### src/design/mdso_pkg.sv
// Purpose: constants and carrier types of the motor driver status outputs
// Assumes: 125 MHz reference clock, 8-bit byte addresses on a 32-bit register port
// Notes: timing counts derive from times given in their own units
`default_nettype none

package mdso_pkg;

    // Clock and speed pulse timing
    localparam int unsigned CLK_PERIOD_NS = 8;
    localparam int unsigned SPD_PULSE_NS = 200000;
    localparam int unsigned SPD_PULSE_CYC = SPD_PULSE_NS / CLK_PERIOD_NS;
    localparam int unsigned PULSES_PER_REV = 30;

    // Widths
    localparam int unsigned ADDR_W = 8;
    localparam int unsigned DATA_W = 32;
    localparam int unsigned SPEED_W = 12;
    localparam int unsigned WIDTH_W = 9;
    localparam int unsigned NOTICE_N = 19;
    localparam int unsigned INPUT_N = 16;
    localparam int unsigned GEN_N = 4;
    localparam int unsigned PIN_N = 7;

    // Register offsets
    localparam logic [7:0] REG_CTRL = 8'h00;
    localparam logic [7:0] REG_VA_WIDTH = 8'h04;
    localparam logic [7:0] REG_NOTICE_APPLY = 8'h08;
    localparam logic [7:0] REG_GEN_CFG = 8'h0C;
    localparam logic [7:0] REG_STATUS = 8'h10;
    localparam logic [7:0] REG_NOTICE = 8'h14;
    localparam logic [7:0] REG_ECHO = 8'h18;

    // Field positions
    localparam int unsigned CTRL_DIR_BIT = 0;
    localparam int unsigned CTRL_AUTO_CLR_BIT = 1;
    localparam int unsigned GEN_HOST_LSB = 0;
    localparam int unsigned GEN_INV_LSB = 4;
    localparam int unsigned ECHO_NOTICE_CLR_IDX = 1;

    // Pin positions in the synchroniser vector
    localparam int unsigned PIN_STEP = 0;
    localparam int unsigned PIN_CW = 1;
    localparam int unsigned PIN_MAIN_PWR = 2;
    localparam int unsigned PIN_DIN_LSB = 3;

    // Reset values and limits
    localparam logic RST_DIR_SETTING = 1'b1;
    localparam logic RST_AUTO_CLR = 1'b1;
    localparam logic [8:0] RST_VA_WIDTH = 9'h0C8;
    localparam logic [8:0] VA_WIDTH_MIN = 9'h001;
    localparam logic [8:0] VA_WIDTH_MAX = 9'h190;
    localparam logic [18:0] RST_NOTICE_APPLY = 19'h7FFFF;

    // General signal routing carrier
    typedef struct packed {
        logic [3:0] invert;
        logic [3:0] host_bits;
    } mdso_gen_cfg_t;

    // Register port request carrier
    typedef struct packed {
        logic [7:0] addr;
        logic [31:0] wdata;
        logic wr;
        logic rd;
    } mdso_bus_req_t;

endpackage : mdso_pkg

`default_nettype wire

### src/design/mdso_top.sv
// Purpose: status outputs of a brushless motor driver
// Assumes: rotation sensor gives one step edge per 1/30 revolution
// Notes: all status outputs are registered on I_REF_CLK
`default_nettype none

module mdso_top #(
    parameter int unsigned P_SPD_PULSE_CYC = mdso_pkg::SPD_PULSE_CYC
) (
    // Clock and reset
    input wire logic I_REF_CLK,
    input wire logic I_ARST_N,
    // Register port
    input wire logic [7:0] I_ADDR,
    input wire logic [31:0] I_WR_DATA,
    input wire logic I_WR_STB,
    input wire logic I_RD_STB,
    output logic [31:0] O_RD_DATA,
    // Pins from the motor and terminals
    input wire logic I_ROT_STEP,
    input wire logic I_ROT_CW,
    input wire logic I_MAIN_PWR,
    input wire logic [3:0] I_DIRECT_TERMINAL_IN,
    // Driver internal state
    input wire logic I_ALARM,
    input wire logic I_TORQUE_CLAMP,
    input wire logic I_OPERATION_ACTIVE,
    input wire logic [11:0] I_CMD_SPEED,
    input wire logic [11:0] I_FB_SPEED,
    input wire logic [18:0] I_NOTICE_CAUSE,
    input wire logic [15:0] I_INPUT_STATE,
    input wire logic I_MAINT_RUNNING,
    input wire logic I_TOOL_RUNNING,
    // Requests gated by busy
    input wire logic I_OPDATA_WR_REQ,
    input wire logic I_MAINT_REQ,
    output logic O_OPDATA_WR_GRANT,
    output logic O_MAINT_START,
    // Status outputs
    output logic O_SPEED_PULSE,
    output logic O_FAULT_NO_OUT,
    output logic O_FAULT_NC_OUT,
    output logic O_TORQUE_CLAMPED_OUT,
    output logic O_ROT_FWD,
    output logic O_MOTION,
    output logic O_NOTICE_ANY_OUT,
    output logic O_SPEED_ATTAINED_OUT,
    output logic [18:0] O_NOTICE_BITS,
    output logic O_SYSTEM_BUSY_OUT,
    output logic O_MAIN_POWER_PRESENT_OUT,
    output logic [15:0] O_INPUT_ECHO,
    // General signals
    output logic [3:0] O_DIRECT_TERMINAL_OUT,
    output logic [3:0] O_HOST_BIT_OUT
);

    localparam int unsigned CNT_W = $clog2(P_SPD_PULSE_CYC + 1);

    mdso_pkg::mdso_bus_req_t bus;
    mdso_pkg::mdso_gen_cfg_t gen_cfg_ff;

    logic [6:0] sync1_ff;
    logic [6:0] sync2_ff;
    logic [6:0] sync3_ff;
    logic [6:0] pin_ff;
    logic step_d_ff;
    logic step_evt;
    logic [CNT_W-1:0] pulse_cnt_ff;
    logic speed_pulse_ff;
    logic dir_setting_ff;
    logic auto_clr_ff;
    logic [8:0] va_width_ff;
    logic [18:0] notice_apply_ff;
    logic [18:0] notice_ff;
    logic [18:0] nxt_notice;
    logic clr_d_ff;
    logic clr_edge;
    logic fault_no_ff;
    logic fault_nc_ff;
    logic torque_ff;
    logic fwd_ff;
    logic motion_ff;
    logic notice_any_ff;
    logic attained_ff;
    logic busy_ff;
    logic mpwr_ff;
    logic [15:0] echo_ff;
    logic [3:0] dout_ff;
    logic [3:0] hbit_ff;
    logic [31:0] rd_data_ff;
    logic [12:0] speed_diff;

    assign bus = '{addr: I_ADDR, wdata: I_WR_DATA, wr: I_WR_STB, rd: I_RD_STB};

    // Out-of-range widths are clamped rather than refused
    function automatic logic [8:0] clamp_width(input logic [31:0] v);
        if (v[31:9] != 23'h000000 || v[8:0] > mdso_pkg::VA_WIDTH_MAX) begin
            return mdso_pkg::VA_WIDTH_MAX;
        end
        if (v[8:0] < mdso_pkg::VA_WIDTH_MIN) begin
            return mdso_pkg::VA_WIDTH_MIN;
        end
        return v[8:0];
    endfunction

    // Unsigned distance between two speeds, one bit wider
    function automatic logic [12:0] abs_diff(input logic [11:0] a, input logic [11:0] b);
        if (a >= b) begin
            return {1'b0, a - b};
        end
        return {1'b0, b - a};
    endfunction

    // Pin synchronisers: a change counts once stages two and three agree
    // Glitches shorter than two cycles never reach pin_ff
    always_ff @(posedge I_REF_CLK or negedge I_ARST_N) begin
        if (!I_ARST_N) begin
            sync1_ff <= 7'h00;
            sync2_ff <= 7'h00;
            sync3_ff <= 7'h00;
            pin_ff <= 7'h00;
        end else begin
            sync1_ff <= {I_DIRECT_TERMINAL_IN, I_MAIN_PWR, I_ROT_CW, I_ROT_STEP};
            sync2_ff <= sync1_ff;
            sync3_ff <= sync2_ff;
            pin_ff <= (pin_ff & (sync2_ff ^ sync3_ff)) | (sync3_ff & ~(sync2_ff ^ sync3_ff));
        end
    end

    // Each step edge marks 1/30 of a revolution
    always_ff @(posedge I_REF_CLK or negedge I_ARST_N) begin
        if (!I_ARST_N) begin
            step_d_ff <= 1'b0;
        end else begin
            step_d_ff <= pin_ff[mdso_pkg::PIN_STEP];
        end
    end

    assign step_evt = step_d_ff ^ pin_ff[mdso_pkg::PIN_STEP];

    // Speed pulse: fixed polarity, no host mapping exists for it
    always_ff @(posedge I_REF_CLK or negedge I_ARST_N) begin
        if (!I_ARST_N) begin
            pulse_cnt_ff <= '0;
            speed_pulse_ff <= 1'b0;
        end else begin
            if (step_evt) begin
                pulse_cnt_ff <= CNT_W'(P_SPD_PULSE_CYC - 1);
                speed_pulse_ff <= 1'b1;
            end else if (pulse_cnt_ff != '0) begin
                pulse_cnt_ff <= pulse_cnt_ff - 1'b1;
            end else begin
                speed_pulse_ff <= 1'b0;
            end
        end
    end

    // Configuration registers
    always_ff @(posedge I_REF_CLK or negedge I_ARST_N) begin
        if (!I_ARST_N) begin
            dir_setting_ff <= mdso_pkg::RST_DIR_SETTING;
            auto_clr_ff <= mdso_pkg::RST_AUTO_CLR;
            va_width_ff <= mdso_pkg::RST_VA_WIDTH;
            notice_apply_ff <= mdso_pkg::RST_NOTICE_APPLY;
            gen_cfg_ff <= '0;
        end else if (bus.wr) begin
            unique case (bus.addr)
                mdso_pkg::REG_CTRL: begin
                    dir_setting_ff <= bus.wdata[mdso_pkg::CTRL_DIR_BIT];
                    auto_clr_ff <= bus.wdata[mdso_pkg::CTRL_AUTO_CLR_BIT];
                end
                mdso_pkg::REG_VA_WIDTH: begin
                    va_width_ff <= clamp_width(bus.wdata);
                end
                mdso_pkg::REG_NOTICE_APPLY: begin
                    notice_apply_ff <= bus.wdata[18:0];
                end
                mdso_pkg::REG_GEN_CFG: begin
                    gen_cfg_ff.host_bits <= bus.wdata[mdso_pkg::GEN_HOST_LSB +: 4];
                    gen_cfg_ff.invert <= bus.wdata[mdso_pkg::GEN_INV_LSB +: 4];
                end
                default: begin
                end
            endcase
        end
    end

    // Rotation sense, taken only from measured steps
    // Holds while stopped, since only a step event can move it
    always_ff @(posedge I_REF_CLK or negedge I_ARST_N) begin
        if (!I_ARST_N) begin
            fwd_ff <= 1'b0;
        end else if (step_evt) begin
            fwd_ff <= ~(pin_ff[mdso_pkg::PIN_CW] ^ dir_setting_ff);
        end
    end

    // Notice latching; a new cause wins over a clear in the same cycle
    assign clr_edge = I_INPUT_STATE[mdso_pkg::ECHO_NOTICE_CLR_IDX] & ~clr_d_ff;

    always_comb begin
        if (auto_clr_ff) begin
            nxt_notice = I_NOTICE_CAUSE;
        end else if (clr_edge) begin
            nxt_notice = I_NOTICE_CAUSE;
        end else begin
            nxt_notice = I_NOTICE_CAUSE | notice_ff;
        end
    end

    always_ff @(posedge I_REF_CLK or negedge I_ARST_N) begin
        if (!I_ARST_N) begin
            clr_d_ff <= 1'b0;
            notice_ff <= 19'h00000;
            notice_any_ff <= 1'b0;
        end else begin
            clr_d_ff <= I_INPUT_STATE[mdso_pkg::ECHO_NOTICE_CLR_IDX];
            notice_ff <= nxt_notice;
            notice_any_ff <= |(notice_ff & notice_apply_ff);
        end
    end

    // Speed attained window
    assign speed_diff = abs_diff(I_FB_SPEED, I_CMD_SPEED);

    // Registered status outputs
    always_ff @(posedge I_REF_CLK or negedge I_ARST_N) begin
        if (!I_ARST_N) begin
            fault_no_ff <= 1'b0;
            fault_nc_ff <= 1'b1;
            torque_ff <= 1'b0;
            motion_ff <= 1'b0;
            attained_ff <= 1'b0;
            busy_ff <= 1'b0;
            mpwr_ff <= 1'b0;
            echo_ff <= 16'h0000;
        end else begin
            fault_no_ff <= I_ALARM;
            fault_nc_ff <= ~I_ALARM;
            torque_ff <= I_TORQUE_CLAMP;
            motion_ff <= I_OPERATION_ACTIVE && (I_FB_SPEED != 12'h000);
            attained_ff <= speed_diff <= {4'h0, va_width_ff};
            busy_ff <= I_MAINT_RUNNING | I_TOOL_RUNNING;
            mpwr_ff <= pin_ff[mdso_pkg::PIN_MAIN_PWR];
            echo_ff <= I_INPUT_STATE;
        end
    end

    // General signals between host bits and direct terminals
    // Terminal inputs reuse the pin filter, so readback lags the pin
    always_ff @(posedge I_REF_CLK or negedge I_ARST_N) begin
        if (!I_ARST_N) begin
            dout_ff <= 4'h0;
            hbit_ff <= 4'h0;
        end else begin
            dout_ff <= gen_cfg_ff.host_bits;
            hbit_ff <= pin_ff[mdso_pkg::PIN_DIN_LSB +: 4] ^ gen_cfg_ff.invert;
        end
    end

    // Busy refuses new maintenance and data rewrites
    // Gated by the registered busy, so the first running cycle still grants
    assign O_OPDATA_WR_GRANT = I_OPDATA_WR_REQ & ~busy_ff;
    assign O_MAINT_START = I_MAINT_REQ & ~busy_ff;

    // Read data stands for one cycle only, zero otherwise
    always_ff @(posedge I_REF_CLK or negedge I_ARST_N) begin
        if (!I_ARST_N) begin
            rd_data_ff <= 32'h00000000;
        end else if (bus.rd) begin
            unique case (bus.addr)
                mdso_pkg::REG_CTRL: begin
                    rd_data_ff <= {30'h00000000, auto_clr_ff, dir_setting_ff};
                end
                mdso_pkg::REG_VA_WIDTH: begin
                    rd_data_ff <= {23'h000000, va_width_ff};
                end
                mdso_pkg::REG_NOTICE_APPLY: begin
                    rd_data_ff <= {13'h0000, notice_apply_ff};
                end
                mdso_pkg::REG_GEN_CFG: begin
                    rd_data_ff <= {24'h000000, gen_cfg_ff};
                end
                mdso_pkg::REG_STATUS: begin
                    rd_data_ff <= {20'h00000, hbit_ff, mpwr_ff, busy_ff, attained_ff,
                        notice_any_ff, motion_ff, fwd_ff, torque_ff, fault_no_ff};
                end
                mdso_pkg::REG_NOTICE: begin
                    rd_data_ff <= {13'h0000, notice_ff};
                end
                mdso_pkg::REG_ECHO: begin
                    rd_data_ff <= {16'h0000, echo_ff};
                end
                default: begin
                    rd_data_ff <= 32'h00000000;
                end
            endcase
        end else begin
            rd_data_ff <= 32'h00000000;
        end
    end

    assign O_RD_DATA = rd_data_ff;
    assign O_SPEED_PULSE = speed_pulse_ff;
    assign O_FAULT_NO_OUT = fault_no_ff;
    assign O_FAULT_NC_OUT = fault_nc_ff;
    assign O_TORQUE_CLAMPED_OUT = torque_ff;
    assign O_ROT_FWD = fwd_ff;
    assign O_MOTION = motion_ff;
    assign O_NOTICE_ANY_OUT = notice_any_ff;
    assign O_SPEED_ATTAINED_OUT = attained_ff;
    assign O_NOTICE_BITS = notice_ff;
    assign O_SYSTEM_BUSY_OUT = busy_ff;
    assign O_MAIN_POWER_PRESENT_OUT = mpwr_ff;
    assign O_INPUT_ECHO = echo_ff;
    assign O_DIRECT_TERMINAL_OUT = dout_ff;
    assign O_HOST_BIT_OUT = hbit_ff;

endmodule // mdso_top

`default_nettype wire

### config.mk
export PLATFORM = sky130hd
export DESIGN_NAME = mdso_top
export DESIGN_NICKNAME = d
export VERILOG_FILES = /design/src/design/mdso_pkg.sv /design/src/design/mdso_top.sv
export SDC_FILE = /design/constraint.sdc
export NUM_CORES = 1
export LEC_CHECK = 0
export BUFFER_PORTS_ARGS = -buffer_cell sky130_fd_sc_hd__buf_4
export CAP_MARGIN = 30
export CORE_UTILIZATION = 35
export CTS_BUF_LIST = sky130_fd_sc_hd__clkbuf_8
export DETAILED_ROUTE_END_ITERATION = 16
export HOLD_SLACK_MARGIN = 0.05
export PLACE_DENSITY = 0.61
export SLEW_MARGIN = 20
export SYNTH_ARGS = -nofsm -noshare
export SYNTH_HDL_FRONTEND = slang
export SYNTH_SLANG_ARGS = --single-unit
### constraint.sdc
create_clock -name I_REF_CLK -period 6.35 [get_ports I_REF_CLK]
set_clock_uncertainty 0.05 [all_clocks]
set_input_delay 0.9525 -clock I_REF_CLK [delete_from_list [all_inputs] [get_ports I_REF_CLK]]
set_output_delay 0.9525 -clock I_REF_CLK [all_outputs]
set_load 0.02 [all_outputs]
==> metrics.yaml, run 1 <==
status: "completed"
cap_violations: 0
insertion_delay_ps: 440
drt-vias-per-instance: 5.02
coreArea_um2: 20200
seq_area_frac_synth: 0.540
first_pass_iters: 5
worstPathArrival_ps: 4760
cts_tree: "yes"
synth-simple-area-share: 0.0970
hold_path.class: "flip-flop to flip-flop"
die_x_um: 145
start_util: 0.356
area_growth_pct: 30.6
peakVddDrop_mv: 0.115
path_class: "primary input to flip-flop"
synthMuxAreaShare: 0.0515
post-route-drc-count: 0
ant_nets: 0
wirelength_um: 19300
grt_pass1_wl_um: 30500
io_pins: 204
cts.clk_slew.worst_paths_ps: 90
synth_seq_cells: 154
antennaDiodeCount: 0
async_flop_share: 1.00
setup_violations: 0
syn_avg_cell_area_um2: 11.6
tightest_slew_ps: 965
final_max_slew_viol_count: 0
cts_hold_buf: 0
synth_xor_xnor_area_share: 0.0244
synth-adder-area-share: 0.0728
grt_setup_unrepaired: "false"
crit_path_start_kind: "primary input"
drive_gt1_frac: 0.360
final.period_utilization: 0.697
grt_max_degree: 80
row_count: 52
grt_pass1_vias: 5464
final_nets: 972
synth_ff_type: "dfrtp_1"
io_buffers: 190
cts_made_buffers: 17
synth_edf_count: 0
netlist_area_um2: 7190
nFillCells: 1934
clock_sinks: 154
synth_top_family_by_area: "compound AO/OA/AOI/OAI gates"
groute.usage.overall: 0.186
clk_path_buf_depth: 2
power_w: 0.00232
final-hold-violation-count: 0
overflow: 0
power_density_nw_per_um2: 247
synth.distinct_cells: 62
tns_ps: 0
dieHeight_um: 145
min_period_ps: 4430
synthCells: 621
vias: 5540
fmax_ghz: 0.226
synth_compound_area_frac: 0.165
required_ps: 6680
critPathMaxFanout: 12
p_leak_nw: 4.43
hpwl_um: 14700
post_cts_resize_count: 0
root_buffer: "clkbuf_8"
htreeDepth: 4
wl_per_cell_um: 17.5
antenna_found_initial: 0
dieArea_um2: 21100
gp_congestion: 0.800
slew-limit-headroom: 0.352
critPathCaptureType: "flip-flop"
drt_iter0_markers: 369
synth_warnings: 0
cts_setup_buffers: 0
## flip-flops by register name, summed over array words and instances (netlist names), 4 cells and up, named ones only
name                   flops
sync3_ff                   7
O_HOST_BIT_OUT             4
O_DIRECT_TERMINAL_OUT      4
notice_apply_ff           19
sync2_ff                   7
O_INPUT_ECHO              16
gen_cfg_ff                 8
O_NOTICE_BITS             19
sync1_ff                   7
va_width_ff                9
O_RD_DATA                 19
pulse_cnt_ff              15
## worst max-delay path: stages
cell and delay [ps]:
buf_4 120, inv_1 50, ha_1 160, inv_1 60
fa_1 370, nand3_1 90, and3_1 180, o31ai_1 80
a21o_1 200, a21oi_1 150, buf_4 190, mux2_2 350
ha_1 280, nor2b_1 140, o21a_1 160, o21a_1 160
o21ai_0 180, a21oi_1 100, a211o_1 270, a221oi_1 310
o211a_1 200
## worst paths after layout
kind,startpoint,endpoint,slack (ps),cells after the start
hold / removal,sync1_ff[2]$_DFF_PN0_,sync2_ff[2]$_DFF_PN0_,300,0
max in group asynchronous,I_ARST_N,O_RD_DATA[18]$_DFF_PN0_,5000,2
setup reg to reg,va_width_ff[1]$_DFFE_PN0P_,O_SPEED_ATTAINED_OUT$_DFF_PN0_,3960,10
hold reg to reg,sync1_ff[2]$_DFF_PN0_,sync2_ff[2]$_DFF_PN0_,300,0
min in group asynchronous,I_ARST_N,sync1_ff[2]$_DFF_PN0_,340,1
setup / recovery,I_FB_SPEED[0],O_SPEED_ATTAINED_OUT$_DFF_PN0_,1920,21
## layout by cell type (no fill, tap or decap), types with 3 or more instances in the layout
cell	instances
nor3_1	10
a22oi_1	18
mux2_2	28
nand3_1	7
inv_1	45
or3_1	6
a211oi_1	3
a222oi_1	19
nor2_1	29
xnor2_1	12
o21a_1	3
a21oi_1	37
dfstp_2	25
o21ai_1	3
conb_1	13
nand2_1	37
a22o_1	7
bufinv_16	5
clkinv_2	3
clkbuf_8	18
a31oi_1	6
ha_1	33
and3_1	4
buf_6	3
o21ai_0	14
a221oi_1	5
a21o_1	30
maj3_1	7
nand4_1	5
xor2_1	8
buf_4	195
dfrtp_1	129
mux2i_1	4
nor4_1	11
nor2b_1	8
## logic make-up after synthesis
group | Yosys count
AO/OA/AOI/OAI | 164
flip-flops | 154
AND/OR/NAND/NOR | 132
buffers and inverters | 75
adder cells (fa/ha/maj) | 42
multiplexers | 33
XOR/XNOR | 20
other | 1
## power by group
group / switching (W) / internal, W / total [W]
clock network: 0.000361 / 0.000475 / 0.000836
registers: 0.0000490 / 0.00104 / 0.00109
logic: 0.000211 / 0.000184 / 0.000394
## per-layer routing
layer	global-route usage	share of wire	vias up
met3	0.0453	0.067	11
li1	-	-	2632
met4	0.0474	0.0095	0
met1	0.245	0.44	2692
met2	0.307	0.48	205
met5	0	0	-
## synth_stat cells, types with 2 or more instances
library cell	count	area, um^2
o21ai_1	3	15.0
o21bai_1	2	15.0
ha_1	33	413
o21ai_0	14	70.1
nand4_1	5	31.3
a221oi_1	5	43.8
nand2_1	37	139
buf_4	14	105
a31oi_1	6	37.5
mux2_2	28	315
nor4_1	12	75.1
clkbuf_1	12	45.0
a22oi_1	18	135
o31ai_1	2	15.0
o21a_1	3	22.5
mux2i_1	4	40.0
a222oi_1	19	190
nor2b_1	8	50.1
a211oi_1	3	22.5
fa_1	2	40.0
a21oi_1	38	190
nor2_1	29	109
or2_2	2	12.5
buf_2	5	25.0
xnor2_1	12	105
nor3_1	10	50.1
inv_1	43	161
maj3_1	7	70.1
xor2_1	8	70.1
a211o_1	2	17.5
dfrtp_1	129	3230
dfstp_2	25	657
a22o_1	7	61.3
o211ai_1	2	15.0
nand3_1	7	35.0
and3_1	4	25.0
a21o_1	30	225
or3_1	6	37.5
nand2b_1	2	12.5
## stage by stage
stage	hold WS, ps	utilization	cell area, um^2	cells	setup WS, ps
2_1_floorplan	281	-	7230	633	1880
3_3_place_gp	286	0.439	8860	1066	1560
3_5_place_dp	286	0.442	8920	1070	1480
4_1_cts	304	0.465	9370	1102	1960
5_1_grt	304	0.465	9390	1103	1640
6_report	301	0.465	9390	1103	1920
## layout make-up
cell class / instances / area (um^2) / area share
Timing Repair Buffer: 200 / 1540 / 0.164
Clock buffer: 18 / 248 / 0.0264
Inverter: 43 / 161 / 0.0172
Clock inverter: 14 / 205 / 0.0219
Tap cell: 270 / 338 / 0.0360
Sequential cell: 154 / 3880 / 0.414
Multi-Input combinational cell: 404 / 3010 / 0.321
Power figures use the tool's default switching activity.
==> run 2: changes to the inputs <==
- PLACE_DENSITY: 0.61 -> 0.64
- clock period: 6.35 -> 3.9 ns (I/O delays scaled with it)
==> metrics.yaml, run 2 (synthesis gave the netlist of run 1 again) <==
drive_gt1_frac: 0.382  # +0.0216
required_ps: 4230  # -2450 ps
antenna_found_initial: 0  # unchanged
cts_setup_buffers: 0  # unchanged
slew-limit-headroom: 0.384  # +0.0317
clock_sinks: 154  # unchanged
fmax_ghz: 0.277
ant_nets: 0  # unchanged
setup_violations: 0  # unchanged
min_period_ps: 3610
power_frac_clock: 0.339  # -0.022
reg2reg_depth: 7  # -3
vias: 5637  # +1.8%
hpwl_um: 14900  # +1.3%
die_x_um: 145  # unchanged
antennaDiodeCount: 0  # unchanged
path_depth: 20  # -4.8%
final_max_slew_viol_count: 0  # unchanged
dieArea_um2: 21100  # unchanged
dp.cells: 1092  # +2.1%
wirelength_um: 19400  # +1.0%
post_cts_resize_count: 0  # unchanged
holdWs_ps: 132  # -169 ps
io_buffers: 190  # unchanged
final_nets: 993  # +2.2%
pwr-share-comb: 0.183  # +0.013
cts_made_buffers: 17  # unchanged
p_switching_w: 0.00103  # +66%
gp_congestion: 0.822  # +2.8%
finalNonFillerCells: 1124  # +1.9%
tns_ps: 0  # unchanged
cts_hold_buf: 0  # unchanged
switching_share: 0.278  # +0.0104
first_pass_iters: 8  # +3
final.period_utilization: 0.926
dieHeight_um: 145  # unchanged
crit_buf_inv: 3  # -1
critPathMaxFanout: 2  # -10
critPathMaxStageDelay_ps: 350  # -20 ps
r2r-start: "pulse_cnt_ff[3]$_DFFE_PN0P_"
peakVddDrop_mv: 0.177  # +54%
path_class: "primary input to flip-flop"
path_delay_family: "compound AO/OA/AOI/OAI gates"
grt_setup_unrepaired: "false"
io_pins: 204  # unchanged
overflow: 0  # unchanged
final_cell_mix: "buf_4, dfrtp_1, inv_1"
final_common_cell: "buf_4"
drt-vias-per-instance: 5.02  # -0.15%
drt_iter0_markers: 366  # -0.81%
power_density_nw_per_um2: 389  # +58%
crit_path_start_kind: "primary input"
r2r_slack_ps: 1550  # -2410 ps
power_frac_seq: 0.479  # +0.010
hold_path.class: "primary input to asynchronous set/reset pin"
row_count: 52  # unchanged
final-hold-violation-count: 0  # unchanged
p_leak_nw: 4.50  # +1.6%
start_util: 0.356  # unchanged
clk_path_buf_depth: 2  # unchanged
p_int_w: 0.00267  # +57%
cts.clk_slew.worst_paths_ps: 90  # about the same
power_w: 0.00369  # +59%
coreArea_um2: 20200  # unchanged
worstPathCellList: "buf_4 > inv_1 > ha_1 > inv_1 > fa_2 > nand3_1 > and3_1 > o31ai_1 > a21o_1 > a21oi_2 > mux2_2 > ha_1 > nor2b_1 > o21a_1 > o21a_1 > o21ai_1 > a21oi_1 > a211o_1 > a221oi_2 > o211a_1"
grt_pass1_wl_um: 30500  # about the same
nFillCells: 1902  # -1.7%
root_buffer: "clkbuf_8"
grt_max_degree: 77  # -3.8%
multi_input_area_um2: 3020  # +0.42%
crit_slowest_cell: "mux2_2"
cts_tree: "yes"
seq_area_um2: 3880  # unchanged
critPathCaptureType: "flip-flop"
htreeDepth: 4  # unchanged
groute.usage.overall: 0.187  # +0.000689
cap_violations: 0  # unchanged
wl_per_cell_um: 17.3  # -0.89%
post-route-drc-count: 0  # unchanged
worstPathArrival_ps: 3940  # -820 ps
tightest_slew_ps: 918  # -47.2 ps
area_growth_pct: 32.0
insertion_delay_ps: 440  # about the same
r2r-end: "pulse_cnt_ff[3]$_DFFE_PN0P_"
grt_pass1_vias: 5533  # +1.3%
status: "completed"
-- run 2: worst max-delay path by stage --
stage | slack, ps | end | start
after floorplan | 5 | O_SPEED_ATTAINED_OUT$_DFF_PN0_ | I_CMD_SPEED[2]
after global placement | -100 | O_SPEED_ATTAINED_OUT$_DFF_PN0_ | I_FB_SPEED[0]
after detailed placement | -190 | O_SPEED_ATTAINED_OUT$_DFF_PN0_ | I_FB_SPEED[0]
after CTS | 290 | O_SPEED_ATTAINED_OUT$_DFF_PN0_ | I_FB_SPEED[0]
after global routing | 60 | O_SPEED_ATTAINED_OUT$_DFF_PN0_ | I_FB_SPEED[0]
final | 290 | O_SPEED_ATTAINED_OUT$_DFF_PN0_ | I_FB_SPEED[0]
-- run 2: power by group through the flow --
stage	Clock (W)	Sequential (W)	Combinational, W
final	0.00125	0.00177	0.000675
after global routing	0.00134	0.00178	0.000745
after CTS	0.00129	0.00177	0.000683
after detailed placement	0	0.00180	0.000680
after global placement	0	0.00180	0.000668
after floorplan	0	0.00182	0.000331
-- run 2: layout make-up --
| cell class | instances | area share |
|---|---|---|
| Inverter | 43 | 0.0170 |
| Clock inverter | 14 | 0.0179 |
| Clock buffer | 18 | 0.0261 |
| Tap cell | 270 | 0.0356 |
| Multi-Input combinational cell | 404 | 0.318 |
| Sequential cell | 154 | 0.409 |
| Timing Repair Buffer | 221 | 0.176 |
-- run 2: through the flow --
stage	area, um^2	utilization	setup WS [ps]
after global routing	9490	0.471	57.3
final	9490	0.471	287
after CTS	9490	0.471	290
after detailed placement	9070	0.450	-193
after floorplan	7260	-	4.86
after global placement	9060	0.449	-101
-- run 2: routing by layer --
| metal | part of all wire | vias to the layer above | routed length (um) | track usage |
|---|---|---|---|---|
| met4 | 0.0099 | 0 | 193 | 0.0521 |
| met3 | 0.067 | 12 | 1300 | 0.0415 |
| met1 | 0.44 | 2715 | 8510 | 0.245 |
| met5 | 0 | - | 0 | 0 |
| li1 | - | 2690 | - | - |
| met2 | 0.49 | 220 | 9440 | 0.310 |
==> run 3: changes to the inputs <==
- SETUP_SLACK_MARGIN: default -> 0.3
- clock period: 3.9 -> 3.07 ns (I/O delays scaled with it)
==> metrics.yaml, run 3 (synthesis gave the netlist of run 1 again) <==
status: "complete, but fails checks"
failed_checks: "setup timing"
peakVddDrop_mv: 0.321  # +81%
min_delay_path_depth: 1
p_leak_nw: 4.83  # +7.4%
reg2reg_depth: 7  # unchanged
clk_path_buf_depth: 2  # unchanged
final_nets: 1057  # +6.4%
crit_slowest_cell: "fa_2"
crit_path_start_kind: "primary input"
r2r_slack_ps: 760  # -790 ps
cap_violations: 0  # unchanged
holdWs_ps: 103  # -29.2 ps
fmax_ghz: 0.292
cts_tree: "yes"
grt_pass1_vias: 5856  # +5.8%
hold_path.class: "primary input to flip-flop"
antenna_found_initial: 0  # unchanged
groute.usage.overall: 0.196  # +0.00920
min_period_ps: 3430
start_util: 0.356  # unchanged
grt_max_degree: 71  # -7.8%
antennaDiodeCount: 0  # unchanged
r2r-end: "pulse_cnt_ff[13]$_DFFE_PN0P_"
coreArea_um2: 20200  # unchanged
path_class: "primary input to flip-flop"
dieHeight_um: 145  # unchanged
setup_ws_ps: -359  # -646 ps
drive_gt1_frac: 0.405  # +0.0235
final_cell_area_um2: 10200  # +7.0%
grt_setup_unrepaired: "true"
wl_per_cell_um: 16.6  # -4.0%
dp.cells: 1126  # +3.1%
critPathMaxStageDelay_ps: 340  # about the same
drt-vias-per-instance: 4.91  # -2.1%
io_pins: 204  # unchanged
dieArea_um2: 21100  # unchanged
r2r-start: "pulse_cnt_ff[3]$_DFFE_PN0P_"
tns_ps: -359  # -359 ps
crit_buf_inv: 3  # unchanged
io_buffers: 190  # unchanged
seq_area_um2: 3880  # unchanged
wirelength_um: 19700  # +1.4%
root_buffer: "clkbuf_8"
critPathCaptureType: "flip-flop"
first_pass_iters: 5  # -3
nFillCells: 1859  # -2.3%
placed_cell_area_um2: 9380  # +3.3%
critPathMaxFanout: 3  # +1
multi_input_area_um2: 3120  # +3.1%
die_x_um: 145  # unchanged
final_common_cell: "buf_4"
final-hold-violation-count: 0  # unchanged
insertion_delay_ps: 440  # about the same
power_density_nw_per_um2: 476  # +22%
required_ps: 3400  # -830 ps
worstPathArrival_ps: 3760  # -180 ps
htreeDepth: 4  # unchanged
area_growth_pct: 41.3
hpwl_um: 15200  # +1.9%
post-route-drc-count: 0  # unchanged
final_max_slew_viol_count: 0  # unchanged
tightest_slew_ps: 765  # -153 ps
path_delay_family: "compound AO/OA/AOI/OAI gates"
setup_violations: 1  # +1
overflow: 0  # unchanged
drt_iter0_markers: 279  # -24%
cts.clk_slew.worst_paths_ps: 80  # about the same
row_count: 52  # unchanged
hp-start: "I_ALARM"
grt_pass1_wl_um: 31900  # +4.5%
hold_end: "O_FAULT_NO_OUT$_DFF_PN0_"
clock_sinks: 154  # unchanged
vias: 5831  # +3.4%
worstPathCellList: "buf_8 > inv_12 > ha_4 > inv_2 > fa_2 > nand3_2 > and3_4 > o31ai_4 > a21o_1 > a21oi_4 > mux2_4 > ha_4 > nor2b_1 > o21a_1 > o21a_1 > o21ai_2 > a21oi_1 > a211o_1 > a221oi_2 > o211a_1"
ant_nets: 0  # unchanged
gp_congestion: 0.785  # -4.5%
finalNonFillerCells: 1188  # +5.7%
cts_made_buffers: 17  # unchanged
finish.utilization: 0.504  # +0.0331
slew-limit-headroom: 0.486  # +0.103
final_cell_mix: "buf_4, dfrtp_1, inv_1"
final.period_utilization: 1.12
## run 3: cell types whose count changed in the layout (fill, tap and decap cells not counted), moves of 2 or more
cell | before | now
clkinv_4 | 3 | 1
buf_4 | 219 | 256
inv_6 | 3 | 0
ha_1 | 33 | 28
dlygate4sd3_1 | 0 | 25
ha_4 | 0 | 4
inv_1 | 43 | 46
## run 3: area by class of cell
cell class | count | share of cell area
inverters | 43 | 0.0171
well taps | 270 | 0.0333
repair buffers | 285 | 0.219
clock inverters | 13 | 0.0160
flip-flops and latches | 154 | 0.382
multi-input cells | 404 | 0.307
clock buffers | 19 | 0.0257
## run 3: through the flow
| step | power, W | worst slack [ps] |
|---|---|---|
| 2_1_floorplan | 0.00274 | -633 |
| 3_3_place_gp | 0.00319 | -917 |
| 3_5_place_dp | 0.00320 | -1020 |
| 4_1_cts | 0.00488 | -393 |
| 5_1_grt | 0.00508 | -509 |
| 6_report | 0.00483 | -359 |
## run 3: worst max-delay path by stage
stage / startpoint / to / slack, ps / cells past startpoint
2_1_floorplan: I_FB_SPEED[0] / O_SPEED_ATTAINED_OUT$_DFF_PN0_ / -630 / 20
3_3_place_gp: I_FB_SPEED[0] / O_SPEED_ATTAINED_OUT$_DFF_PN0_ / -920 / 20
3_5_place_dp: I_FB_SPEED[0] / O_SPEED_ATTAINED_OUT$_DFF_PN0_ / -1020 / 20
4_1_cts: I_FB_SPEED[0] / O_SPEED_ATTAINED_OUT$_DFF_PN0_ / -390 / 20
5_1_grt: I_FB_SPEED[0] / O_SPEED_ATTAINED_OUT$_DFF_PN0_ / -510 / 21
6_report: I_FB_SPEED[0] / O_SPEED_ATTAINED_OUT$_DFF_PN0_ / -360 / 20
## run 3: power by group
part,internal [W],switching [W],total [W],leakage (nW)
Combinational,0.000488,0.000476,0.000964,2.80
Clock,0.000912,0.000708,0.00162,0.236
Sequential,0.00215,0.0000997,0.00225,1.80
Total,0.00355,0.00128,0.00483,4.83
## run 3: timing repair
action | in CTS | in global routing
gates resized for setup | 6 | 7
hold buffers | 25 | 0
pin swaps | 11 | 9
setup buffers | 4 | 1
endpoints found under the setup margin | 1 | 1
endpoints found under the hold margin | 84 | 0
## run 3: per-layer routing
layer / GRT usage / up-vias / wire, um
met2: 0.321 / 187 / 9700
met5: 0 / - / 0
met1: 0.255 / 2819 / 8680
li1: - / 2808 / -
met3: 0.0403 / 17 / 1010
met4: 0.0747 / 0 / 333
